--- config.mk ---
export PLATFORM = sky130hd
export DESIGN_NAME = dgc_top
export DESIGN_NICKNAME = d
export VERILOG_FILES = /design/src/verilog/dgc_pkg.sv /design/src/verilog/dgc_link_if.sv /design/src/verilog/dgc_req_sel.sv /design/src/verilog/dgc_arb.sv /design/src/verilog/dgc_top.sv
export SDC_FILE = /design/constraint.sdc
export NUM_CORES = 1
export LEC_CHECK = 0
export ABC_AREA = 1
export BUFFER_PORTS_ARGS = -buffer_cell sky130_fd_sc_hd__buf_2
export CELL_PAD_IN_SITES_DETAIL_PLACEMENT = 2
export CELL_PAD_IN_SITES_GLOBAL_PLACEMENT = 2
export CORE_ASPECT_RATIO = 0.5
export CORE_UTILIZATION = 29
export DETAILED_ROUTE_END_ITERATION = 8
export PLACE_DENSITY_LB_ADDON = 0.1
export SETUP_SLACK_MARGIN = 0.4
export SLEW_MARGIN = 40
export SYNTH_ARGS = -nofsm -noshare
export SYNTH_HDL_FRONTEND = slang
export SYNTH_SLANG_ARGS = --single-unit
--- constraint.sdc ---
create_clock -name ref_clk -period 1.9 [get_ports ref_clk]
set_input_delay 0.19 -clock ref_clk [delete_from_list [all_inputs] [get_ports ref_clk]]
set_output_delay 0.19 -clock ref_clk [all_outputs]
set_load 0.01 [all_outputs]
--- src/verilog/dgc_pkg.sv ---
// constants and types shared by the dma global control block
package dgc_pkg;
	// register map, byte addresses
	localparam logic [7:0] DGC_OFS_GLOBAL = 8'h00;
	localparam logic [3:0] DGC_CH0_PAGE   = 4'h1;
	localparam logic [3:0] DGC_CH1_PAGE   = 4'h2;
	localparam logic [3:0] DGC_OFS_CTRL   = 4'h0;
	localparam logic [3:0] DGC_OFS_COUNT  = 4'h4;
	localparam logic [3:0] DGC_OFS_SRC    = 4'h8;
	localparam logic [3:0] DGC_OFS_STAT   = 4'hc;
	// global control fields
	localparam int unsigned DGC_GC_MASTER = 0;
	localparam int unsigned DGC_GC_NMI    = 1;
	localparam int unsigned DGC_GC_FAULT  = 2;
	localparam int unsigned DGC_GC_ORDER  = 3;
	// channel control fields
	localparam int unsigned DGC_CC_ENABLE = 0;
	localparam int unsigned DGC_CC_TEND   = 1;
	localparam int unsigned DGC_CC_IRQEN  = 2;
	localparam int unsigned DGC_CC_SINGLE = 3;
	localparam int unsigned DGC_CC_ACKPH  = 4;
	localparam int unsigned DGC_CC_AUTO   = 5;
	// channel status fields
	localparam int unsigned DGC_ST_ACTIVE = 0;
	localparam int unsigned DGC_ST_REQ    = 1;
	// widths and reset values
	localparam int unsigned DGC_CW        = 24;
	localparam logic [31:0] DGC_GLOBAL_RST = 32'h00000000;
	localparam logic [5:0]  DGC_CTRL_RST   = 6'h00;
	localparam logic [23:0] DGC_COUNT_RST  = 24'h000000;
	localparam logic [1:0]  DGC_SRC_RST    = 2'h0;
	// request source codes
	localparam logic [1:0] DGC_RS_EXT = 2'h0;
	localparam logic [1:0] DGC_RS_RX  = 2'h1;
	localparam logic [1:0] DGC_RS_TX  = 2'h2;
	// transfer unit phases
	typedef enum logic [3:0] {
		DGC_IDLE   = 4'b0001,
		DGC_READ   = 4'b0010,
		DGC_WRITE  = 4'b0100,
		DGC_SINGLE = 4'b1000
	} dgc_phase_t;
endpackage : dgc_pkg

--- src/verilog/dgc_link_if.sv ---
// carrier between the control core, request selector and arbiter
`timescale 1ns/1ps
interface dgc_link_if;
	logic [1:0]      auto_rq;
	logic [1:0][1:0] src_sel;
	logic [1:0]      req_raw;
	logic            order_sel;
	logic [1:0]      arb_req;
	logic            grant_valid;
	logic            grant_ch;
	logic            done_pulse;
	logic            done_ch;
	modport ctl (output auto_rq, src_sel, order_sel, arb_req, done_pulse, done_ch,
		input req_raw, grant_valid, grant_ch);
	modport reqsrc (input auto_rq, src_sel, output req_raw);
	modport arb (input order_sel, arb_req, done_pulse, done_ch, output grant_valid, grant_ch);
endinterface : dgc_link_if

--- src/verilog/dgc_req_sel.sv ---
// per-channel request source selection and request pin synchronisers
`timescale 1ns/1ps
module dgc_req_sel import dgc_pkg::*; (
	// clock and reset
	input  wire logic       ref_clk,
	input  wire logic       reset_n,
	// request sources
	input  wire logic [1:0] ext_request_pin,
	input  wire logic       serial_rx_full_req,
	input  wire logic       serial_tx_empty_req,
	// to the control core
	dgc_link_if.reqsrc      lk
);
	typedef struct packed {
		logic [1:0][2:0] sync;
		logic [1:0]      lvl;
	} dgc_req_state_t;

	dgc_req_state_t s_q;
	dgc_req_state_t s_d;

	always_comb begin
		s_d = s_q;
		for (int c = 0; c < 2; c++) begin
			s_d.sync[c] = {s_q.sync[c][1:0], ext_request_pin[c]};
			// stage one feeds only stage two
			if (s_q.sync[c][1] == s_q.sync[c][2]) begin
				s_d.lvl[c] = s_q.sync[c][2];
			end
		end
	end

	always_ff @(posedge ref_clk) begin
		if (!reset_n) begin
			s_q <= '0;
		end else begin
			s_q <= s_d;
		end
	end

	// request need not come from source or destination
	for (genvar g = 0; g < 2; g++) begin : g_src
		assign lk.req_raw[g] = lk.auto_rq[g] ? 1'b1 :
			(lk.src_sel[g] == DGC_RS_EXT) ? s_q.lvl[g] :
			(lk.src_sel[g] == DGC_RS_RX)  ? serial_rx_full_req :
			(lk.src_sel[g] == DGC_RS_TX)  ? serial_tx_empty_req : 1'b0;
	end
endmodule : dgc_req_sel

--- src/verilog/dgc_arb.sv ---
// two-channel arbiter, fixed or round-robin order
`timescale 1ns/1ps
module dgc_arb import dgc_pkg::*; (
	// clock and reset
	input  wire logic ref_clk,
	input  wire logic reset_n,
	// from the control core
	dgc_link_if.arb   lk
);
	typedef struct packed {
		logic rr_hi;
	} dgc_arb_state_t;

	dgc_arb_state_t s_q;
	dgc_arb_state_t s_d;

	always_comb begin
		s_d = s_q;
		// finished channel drops to the bottom
		if (lk.done_pulse && lk.order_sel) begin
			s_d.rr_hi = ~lk.done_ch;
		end
	end

	always_ff @(posedge ref_clk) begin
		if (!reset_n) begin
			s_q <= '0;
		end else begin
			s_q <= s_d;
		end
	end

	assign lk.grant_valid = |lk.arb_req;
	assign lk.grant_ch = (lk.arb_req == 2'b11) ? (lk.order_sel & s_q.rr_hi) :
		lk.arb_req[1];
endmodule : dgc_arb

--- src/verilog/dgc_top.sv ---
// dma global control, transfer flow and request handling for two channels
`timescale 1ns/1ps
module dgc_top import dgc_pkg::*; (
	// clock and reset
	input  wire logic        ref_clk,
	input  wire logic        reset_n,
	// power modes
	input  wire logic        standby,
	input  wire logic        module_standby,
	// register port
	input  wire logic [7:0]  reg_addr,
	input  wire logic [31:0] reg_wdata,
	input  wire logic        reg_wr,
	input  wire logic        reg_rd,
	output logic      [31:0] reg_rdata,
	// events and requests
	input  wire logic        nmi_in,
	input  wire logic [1:0]  ext_request_pin,
	input  wire logic        serial_rx_full_req,
	input  wire logic        serial_tx_empty_req,
	// transfer bus side
	output logic             bus_rd_req,
	output logic             bus_wr_req,
	output logic             bus_single,
	output logic             bus_chan,
	output logic             bus_dev_to_mem,
	output logic      [1:0]  ext_ack_strobe,
	input  wire logic        bus_done,
	input  wire logic        bus_addr_err,
	input  wire logic        bus_target_excluded,
	// end of transfer
	output logic      [1:0]  finish_interrupt
);
	typedef struct packed {
		logic                   order_sel;
		logic                   addr_fault;
		logic                   nmi_flag;
		logic                   master;
		logic                   fault_armed;
		logic                   nmi_armed;
		logic [1:0]             tend_armed;
		logic [1:0]             ch_en;
		logic [1:0]             tend;
		logic [1:0]             irq_en;
		logic [1:0]             single;
		logic [1:0]             ackph;
		logic [1:0]             auto_rq;
		logic [1:0][1:0]        src_sel;
		logic [1:0][DGC_CW-1:0] count;
		dgc_phase_t             phase;
		logic                   cur_ch;
		logic                   cur_single;
		logic                   cur_ackph;
		logic [31:0]            rdata;
	} dgc_top_state_t;

	dgc_top_state_t s_q;
	dgc_top_state_t s_d;
	dgc_link_if     lk ();

	logic [1:0] ch_ok;
	logic [1:0] page_hit;
	logic       active;
	logic       abort;
	logic       unit_start;
	logic       unit_done;
	logic [31:0] global_word;

	dgc_req_sel u_req (
		.ref_clk             (ref_clk),
		.reset_n             (reset_n),
		.ext_request_pin     (ext_request_pin),
		.serial_rx_full_req  (serial_rx_full_req),
		.serial_tx_empty_req (serial_tx_empty_req),
		.lk                  (lk)
	);

	dgc_arb u_arb (
		.ref_clk (ref_clk),
		.reset_n (reset_n),
		.lk      (lk)
	);

	for (genvar g = 0; g < 2; g++) begin : g_ch
		assign ch_ok[g] = s_q.ch_en[g] & s_q.master & ~s_q.tend[g] & ~s_q.nmi_flag
			& ~s_q.addr_fault & ~module_standby & (s_q.count[g] != '0);
		assign lk.arb_req[g] = ch_ok[g] & lk.req_raw[g];
		assign page_hit[g] = reg_addr[7:4] == ((g == 0) ? DGC_CH0_PAGE : DGC_CH1_PAGE);
		assign lk.auto_rq[g] = s_q.auto_rq[g];
		assign lk.src_sel[g] = s_q.src_sel[g];
		assign finish_interrupt[g] = s_q.tend[g] & s_q.irq_en[g];
		// single mode strobes for the whole cycle; dual picks read or write phase
		assign ext_ack_strobe[g] = (s_q.cur_ch == g) & ((s_q.phase == DGC_SINGLE)
			| ((s_q.phase == DGC_READ) & ~s_q.cur_ackph)
			| ((s_q.phase == DGC_WRITE) & s_q.cur_ackph));
	end

	assign lk.order_sel  = s_q.order_sel;
	assign active        = s_q.phase != DGC_IDLE;
	// clearing enable or master gate cuts a unit short
	assign abort         = active & ~(s_q.ch_en[s_q.cur_ch] & s_q.master);
	assign unit_start    = (s_q.phase == DGC_IDLE) & lk.grant_valid;
	assign unit_done     = bus_done & ~abort & ((s_q.phase == DGC_WRITE) | (s_q.phase == DGC_SINGLE));
	assign lk.done_pulse = unit_done;
	assign lk.done_ch    = s_q.cur_ch;
	assign global_word   = {28'h0000000, s_q.order_sel, s_q.addr_fault, s_q.nmi_flag, s_q.master};

	always_comb begin
		s_d = s_q;
		s_d.rdata = '0;
		// reserved bits of a global write are dropped
		if (reg_wr && reg_addr == DGC_OFS_GLOBAL) begin
			s_d.order_sel = reg_wdata[DGC_GC_ORDER];
			s_d.master = reg_wdata[DGC_GC_MASTER];
			if (!reg_wdata[DGC_GC_FAULT] && s_q.fault_armed) begin
				s_d.addr_fault = 1'b0;
			end
			if (!reg_wdata[DGC_GC_NMI] && s_q.nmi_armed) begin
				s_d.nmi_flag = 1'b0;
			end
			s_d.fault_armed = 1'b0;
			s_d.nmi_armed = 1'b0;
		end
		if (reg_rd && reg_addr == DGC_OFS_GLOBAL) begin
			s_d.rdata = global_word;
			s_d.fault_armed = s_q.fault_armed | s_q.addr_fault;
			s_d.nmi_armed = s_q.nmi_armed | s_q.nmi_flag;
		end
		for (int c = 0; c < 2; c++) begin
			if (reg_wr && page_hit[c]) begin
				unique case (reg_addr[3:0])
					DGC_OFS_CTRL: begin
						s_d.ch_en[c] = reg_wdata[DGC_CC_ENABLE];
						s_d.irq_en[c] = reg_wdata[DGC_CC_IRQEN];
						s_d.single[c] = reg_wdata[DGC_CC_SINGLE];
						s_d.ackph[c] = reg_wdata[DGC_CC_ACKPH];
						s_d.auto_rq[c] = reg_wdata[DGC_CC_AUTO];
						if (!reg_wdata[DGC_CC_TEND] && s_q.tend_armed[c]) begin
							s_d.tend[c] = 1'b0;
						end
						s_d.tend_armed[c] = 1'b0;
					end
					DGC_OFS_COUNT: s_d.count[c] = reg_wdata[DGC_CW-1:0];
					DGC_OFS_SRC:   s_d.src_sel[c] = reg_wdata[1:0];
					default: ;
				endcase
			end
			if (reg_rd && page_hit[c]) begin
				unique case (reg_addr[3:0])
					DGC_OFS_CTRL: begin
						s_d.rdata = {26'h0, s_q.auto_rq[c], s_q.ackph[c], s_q.single[c],
							s_q.irq_en[c], s_q.tend[c], s_q.ch_en[c]};
						s_d.tend_armed[c] = s_q.tend_armed[c] | s_q.tend[c];
					end
					DGC_OFS_COUNT: s_d.rdata = {8'h00, s_q.count[c]};
					DGC_OFS_SRC:   s_d.rdata = {30'h0, s_q.src_sel[c]};
					DGC_OFS_STAT:  s_d.rdata = {30'h0, lk.req_raw[c],
						active && (s_q.cur_ch == c)};
					default: ;
				endcase
			end
		end
		// transfer unit sequencing; hardware events override the writes above
		unique case (s_q.phase)
			DGC_IDLE: begin
				if (lk.grant_valid) begin
					s_d.cur_ch = lk.grant_ch;
					s_d.cur_single = s_q.single[lk.grant_ch];
					s_d.cur_ackph = s_q.ackph[lk.grant_ch];
					if (s_q.single[lk.grant_ch]) begin
						s_d.phase = DGC_SINGLE;
					end else if (bus_target_excluded) begin
						s_d.addr_fault = 1'b1;
					end else begin
						s_d.phase = DGC_READ;
					end
				end
			end
			DGC_READ: begin
				// a fault or nmi here still lets the write complete
				if (abort) begin
					s_d.phase = DGC_IDLE;
				end else if (bus_done) begin
					s_d.phase = DGC_WRITE;
				end
			end
			DGC_WRITE, DGC_SINGLE: begin
				if (abort) begin
					s_d.phase = DGC_IDLE;
				end else if (bus_done) begin
					s_d.count[s_q.cur_ch] = s_q.count[s_q.cur_ch] - DGC_CW'(1);
					if (s_q.count[s_q.cur_ch] == DGC_CW'(1)) begin
						s_d.tend[s_q.cur_ch] = 1'b1;
					end
					s_d.phase = DGC_IDLE;
				end
			end
			default: s_d.phase = DGC_IDLE;
		endcase
		if (bus_addr_err && active) begin
			s_d.addr_fault = 1'b1;
		end
		if (nmi_in) begin
			s_d.nmi_flag = 1'b1;
		end
	end

	// standby clears this block's state like reset; the arbiter and request synchronisers keep theirs
	always_ff @(posedge ref_clk) begin
		if (!reset_n || standby) begin
			s_q <= '0;
			s_q.phase <= DGC_IDLE;
		end else begin
			s_q <= s_d;
		end
	end

	assign reg_rdata      = s_q.rdata;
	assign bus_rd_req     = s_q.phase == DGC_READ;
	assign bus_wr_req     = s_q.phase == DGC_WRITE;
	assign bus_single     = s_q.phase == DGC_SINGLE;
	assign bus_chan       = s_q.cur_ch;
	assign bus_dev_to_mem = s_q.cur_single & s_q.cur_ackph;
endmodule : dgc_top

==> run metrics <==
outcome=finished with violations; violated checks=setup timing; cell row count=38; Slew Viols, Final=0; Total GRT Usage=0.2594; Syn Area/Cell=between 6 and 7 um^2; Largest stage delay, worst path=around 420 ps; max_cap viols=0; Core ar.=approximately 0.022 mm^2; Flop pwr share=0.515; Final min period=2096 ps; Syn. warnings=0; setup clock skew after layout=10.76 ps; Initial DRC Count=290; DR vias=7432; dominant synthesized flop cell=dfxtp_1; worst skew pair latency=380 ps; CTS tree=built; fin area=just under 0.01 mm^2; WP data required=about 2200 ps; final setup violating endpoints=49; max frequency=477.1 MHz; largest net degree at the start of global routing=36; sequential fraction of the synthesis area=0.3416; DR WL/cell=21.97 um; FF-to-FF End=s_q[82]; Detail Route Antenna Nets=0; Sink Count=112; #FFs+latches synth=112; Clock Pin Slew Worst Setup and Hold Paths=80 ps; Gate power share=0.058; final period utilization=1.103; GP Congestion=about 0.86; R2R depth=12; Final Hold Viols=0; Crit Path Max Fanout=6; Mapped Cells=959; Pint=3361 uW; # diodes=0; Syn-to-layout area delta=48.53%; synthesized area=0.006564 mm^2; Num CTS Buffers=9; die height=about 110 um; Max clock buf depth=2; Crit. Startpoint=bus_chan; Hold Path Class=in -> reg; Final HPWL DP=21200 um; Clk pwr share=0.427; first-pass GRT wire length=45310 um; relative slew slack=0.6479; DRC=0; initial cell density of the core=0.2995; leakage power=0.004497 uW; r2r setup slk=-200 ps; Congestion Overflow GR=0; Crit Path Category=reg -> reg; DRT Wirelength=32030 um; Setup crit start kind=flip-flop; share of cells above drive strength 1=0.4197; Switch Pwr=1196 uW; Clk Tree Root Cell=clkbuf_16; CTS HTree Levels=3; RSZ-0062 raised after global routing=true; Pwr Density=467.5 mW/mm^2; pre-CTS setup slack=-103.3 ps; Net Sw Frac=0.2625; Yosys cell types=50; # IOs=95; initial antenna violation count=0; Final Power=4557 uW; Final TNS setup=-4429 ps; final setup margin=-196.1 ps; Area after DPL=a little over 0.008 mm^2; vias in the first global route=7978; Hold Path Depth=3; Critical Path, Cell by Cell=clkbuf_16, o21ai_4, nand2_2, nor2_4, nand2_8, nor2_8, nand2_4, nor2_8, nand2_2, xor2_2, o21ai_1, inv_1; RR Startpoint=bus_chan; CP Capture Type=flip-flop; Die Wd=214.8 um; WHS Endpoint=global_word[1]; Post-synth ARST share=0; Buffers on Ports=78; Post-layout nets=between 1000 and 1500; Initial DRT Pass Iterations=4; die area=~0.023 mm^2; maximum vdd drop=0.0004902 V; Post-synth EDFFs=0; via/cell ratio=5.097; slowest CP cell=dfxtp_4; actual slew at the worst max-slew pin=between 500 and 600 ps; Layout Utilization=0.4448; WP data arrival=2380 ps; HP Start=nmi_in
cell families after synthesis:
family | count (synthesis) | synth area share
buffers and inverters | 207 | 0.1453
flip-flops | 112 | 0.3416
multiplexers | 3 | 0.004575
XOR/XNOR | 21 | 0.02802
AND/OR/NAND/NOR | 361 | 0.2465
other | 1 | 0.0005713
adder cells (fa/ha/maj) | 2 | 0.003812
AO/OA/AOI/OAI | 252 | 0.2297
state kept, by name (all words and copies together), names as in the netlist:
| register | count |
|---|---|
| lk.src_sel | 4 |
| bus_chan | 1 |
| u_req.s_d | 4 |
| u_req.s_q | 4 |
| lk.auto_rq | 2 |
| u_arb.s_q | 1 |
| lk.order_sel | 1 |
| reg_rdata | 24 |
| global_word | 3 |
| s_q | 68 |
worst max-delay path by stage:
| stage | endpoint | cells after the start |
|---|---|---|
| final | s_q[82] | 12 |
| after global routing | s_q[62] | 12 |
| after CTS | s_q[75] | 11 |
| after detailed placement | s_q[81] | 12 |
| after global placement | s_q[81] | 12 |
| after floorplan | s_q[57] | 10 |
routing by layer:
metal / wire, um / vias to the layer above / part of all wire / global-route usage
met4: 883 / 0 / 0.028 / 0.05663
li1: - / 3469 / - / -
met2: 16290 / 151 / 0.51 / 0.4847
met1: 13790 / 3754 / 0.43 / 0.3052
met5: 0 / - / 0 / 0
met3: 1068 / 58 / 0.033 / 0.05654
final cells by class:
cell class                 instances  area [um^2]
clock inverter                     6        42.54
multi-input combinational        647         4303
clock buffer                      10        239.0
tap                              300        375.4
fill                            2510        12170
timing repair buffer             246         1978
sequential                       112         2285
inverter                         137        526.8
synth_stat cells, drive strengths merged (11+ instances only):
cell | n | area (um^2)
xor2 | 16 | 140.1
dfxtp | 112 | 2242
nor3 | 11 | 70.07
buf | 47 | 352.8
a21oi | 72 | 360.4
a211oi | 20 | 150.1
a22oi | 34 | 255.2
nor2 | 128 | 570.6
nand3 | 29 | 155.2
clkbuf | 23 | 86.33
nand2 | 174 | 685.7
inv | 135 | 506.7
o21ai | 98 | 546.8
power by group through the flow:
stage	combinational, uW	clock (uW)	sequential, uW
floorplan	129	0	2410
global placement	233	0	2410
detailed placement	240	0	2410
CTS	253	2010	2350
global route	287	2060	2350
finish	265	1950	2350
cell usage in the layout, fill, tap and decap left out, types with 10 or more instances in the layout:
master | netlist | layout
nor2_1 | 113 | 75
buf_6 | 4 | 25
inv_2 | 13 | 18
nor2_4 | 5 | 29
nand2_1 | 167 | 142
buf_4 | 32 | 128
nor2_2 | 8 | 22
dfxtp_2 | 0 | 13
nand2_2 | 4 | 21
nand2_4 | 3 | 10
inv_1 | 122 | 113
nand3_1 | 27 | 15
clkbuf_16 | 0 | 10
a21oi_2 | 0 | 24
a22oi_1 | 34 | 33
o21ai_2 | 12 | 14
o22ai_1 | 10 | 10
buf_2 | 8 | 76
a21oi_1 | 72 | 47
dfxtp_1 | 112 | 92
o21ai_0 | 65 | 32
a211oi_1 | 20 | 20
o21ai_1 | 20 | 43
xor2_2 | 0 | 10
repair_timing:
action / CTS / global route
endpoints found under the hold margin: 2 / 0
endpoints found under the setup margin: 71 / 78
pin swaps: 28 / 40
resized for setup: 128 / 109
hold buffers: 2 / 0
buffers inserted: 29 / 17
gates cloned: 4 / 1
critical path: cells and delay by family (launching register included):
kind | cells | cell delay, ps
AOI/OAI and AO/OA | 2 | 350
and+or+nand+nor | 7 | 820
DFF | 1 | 420
xor gates and xnor gates | 1 | 150
buffers and inverters | 2 | 240
metrics by stage:
step	hold slack, ps	instances
floorplan	287.6	966
global placement	375.0	1389
detailed placement	387.1	1389
CTS	43.13	1440
global route	49.14	1458
finish	57.92	1458
(Power assumes the default switching activity.)
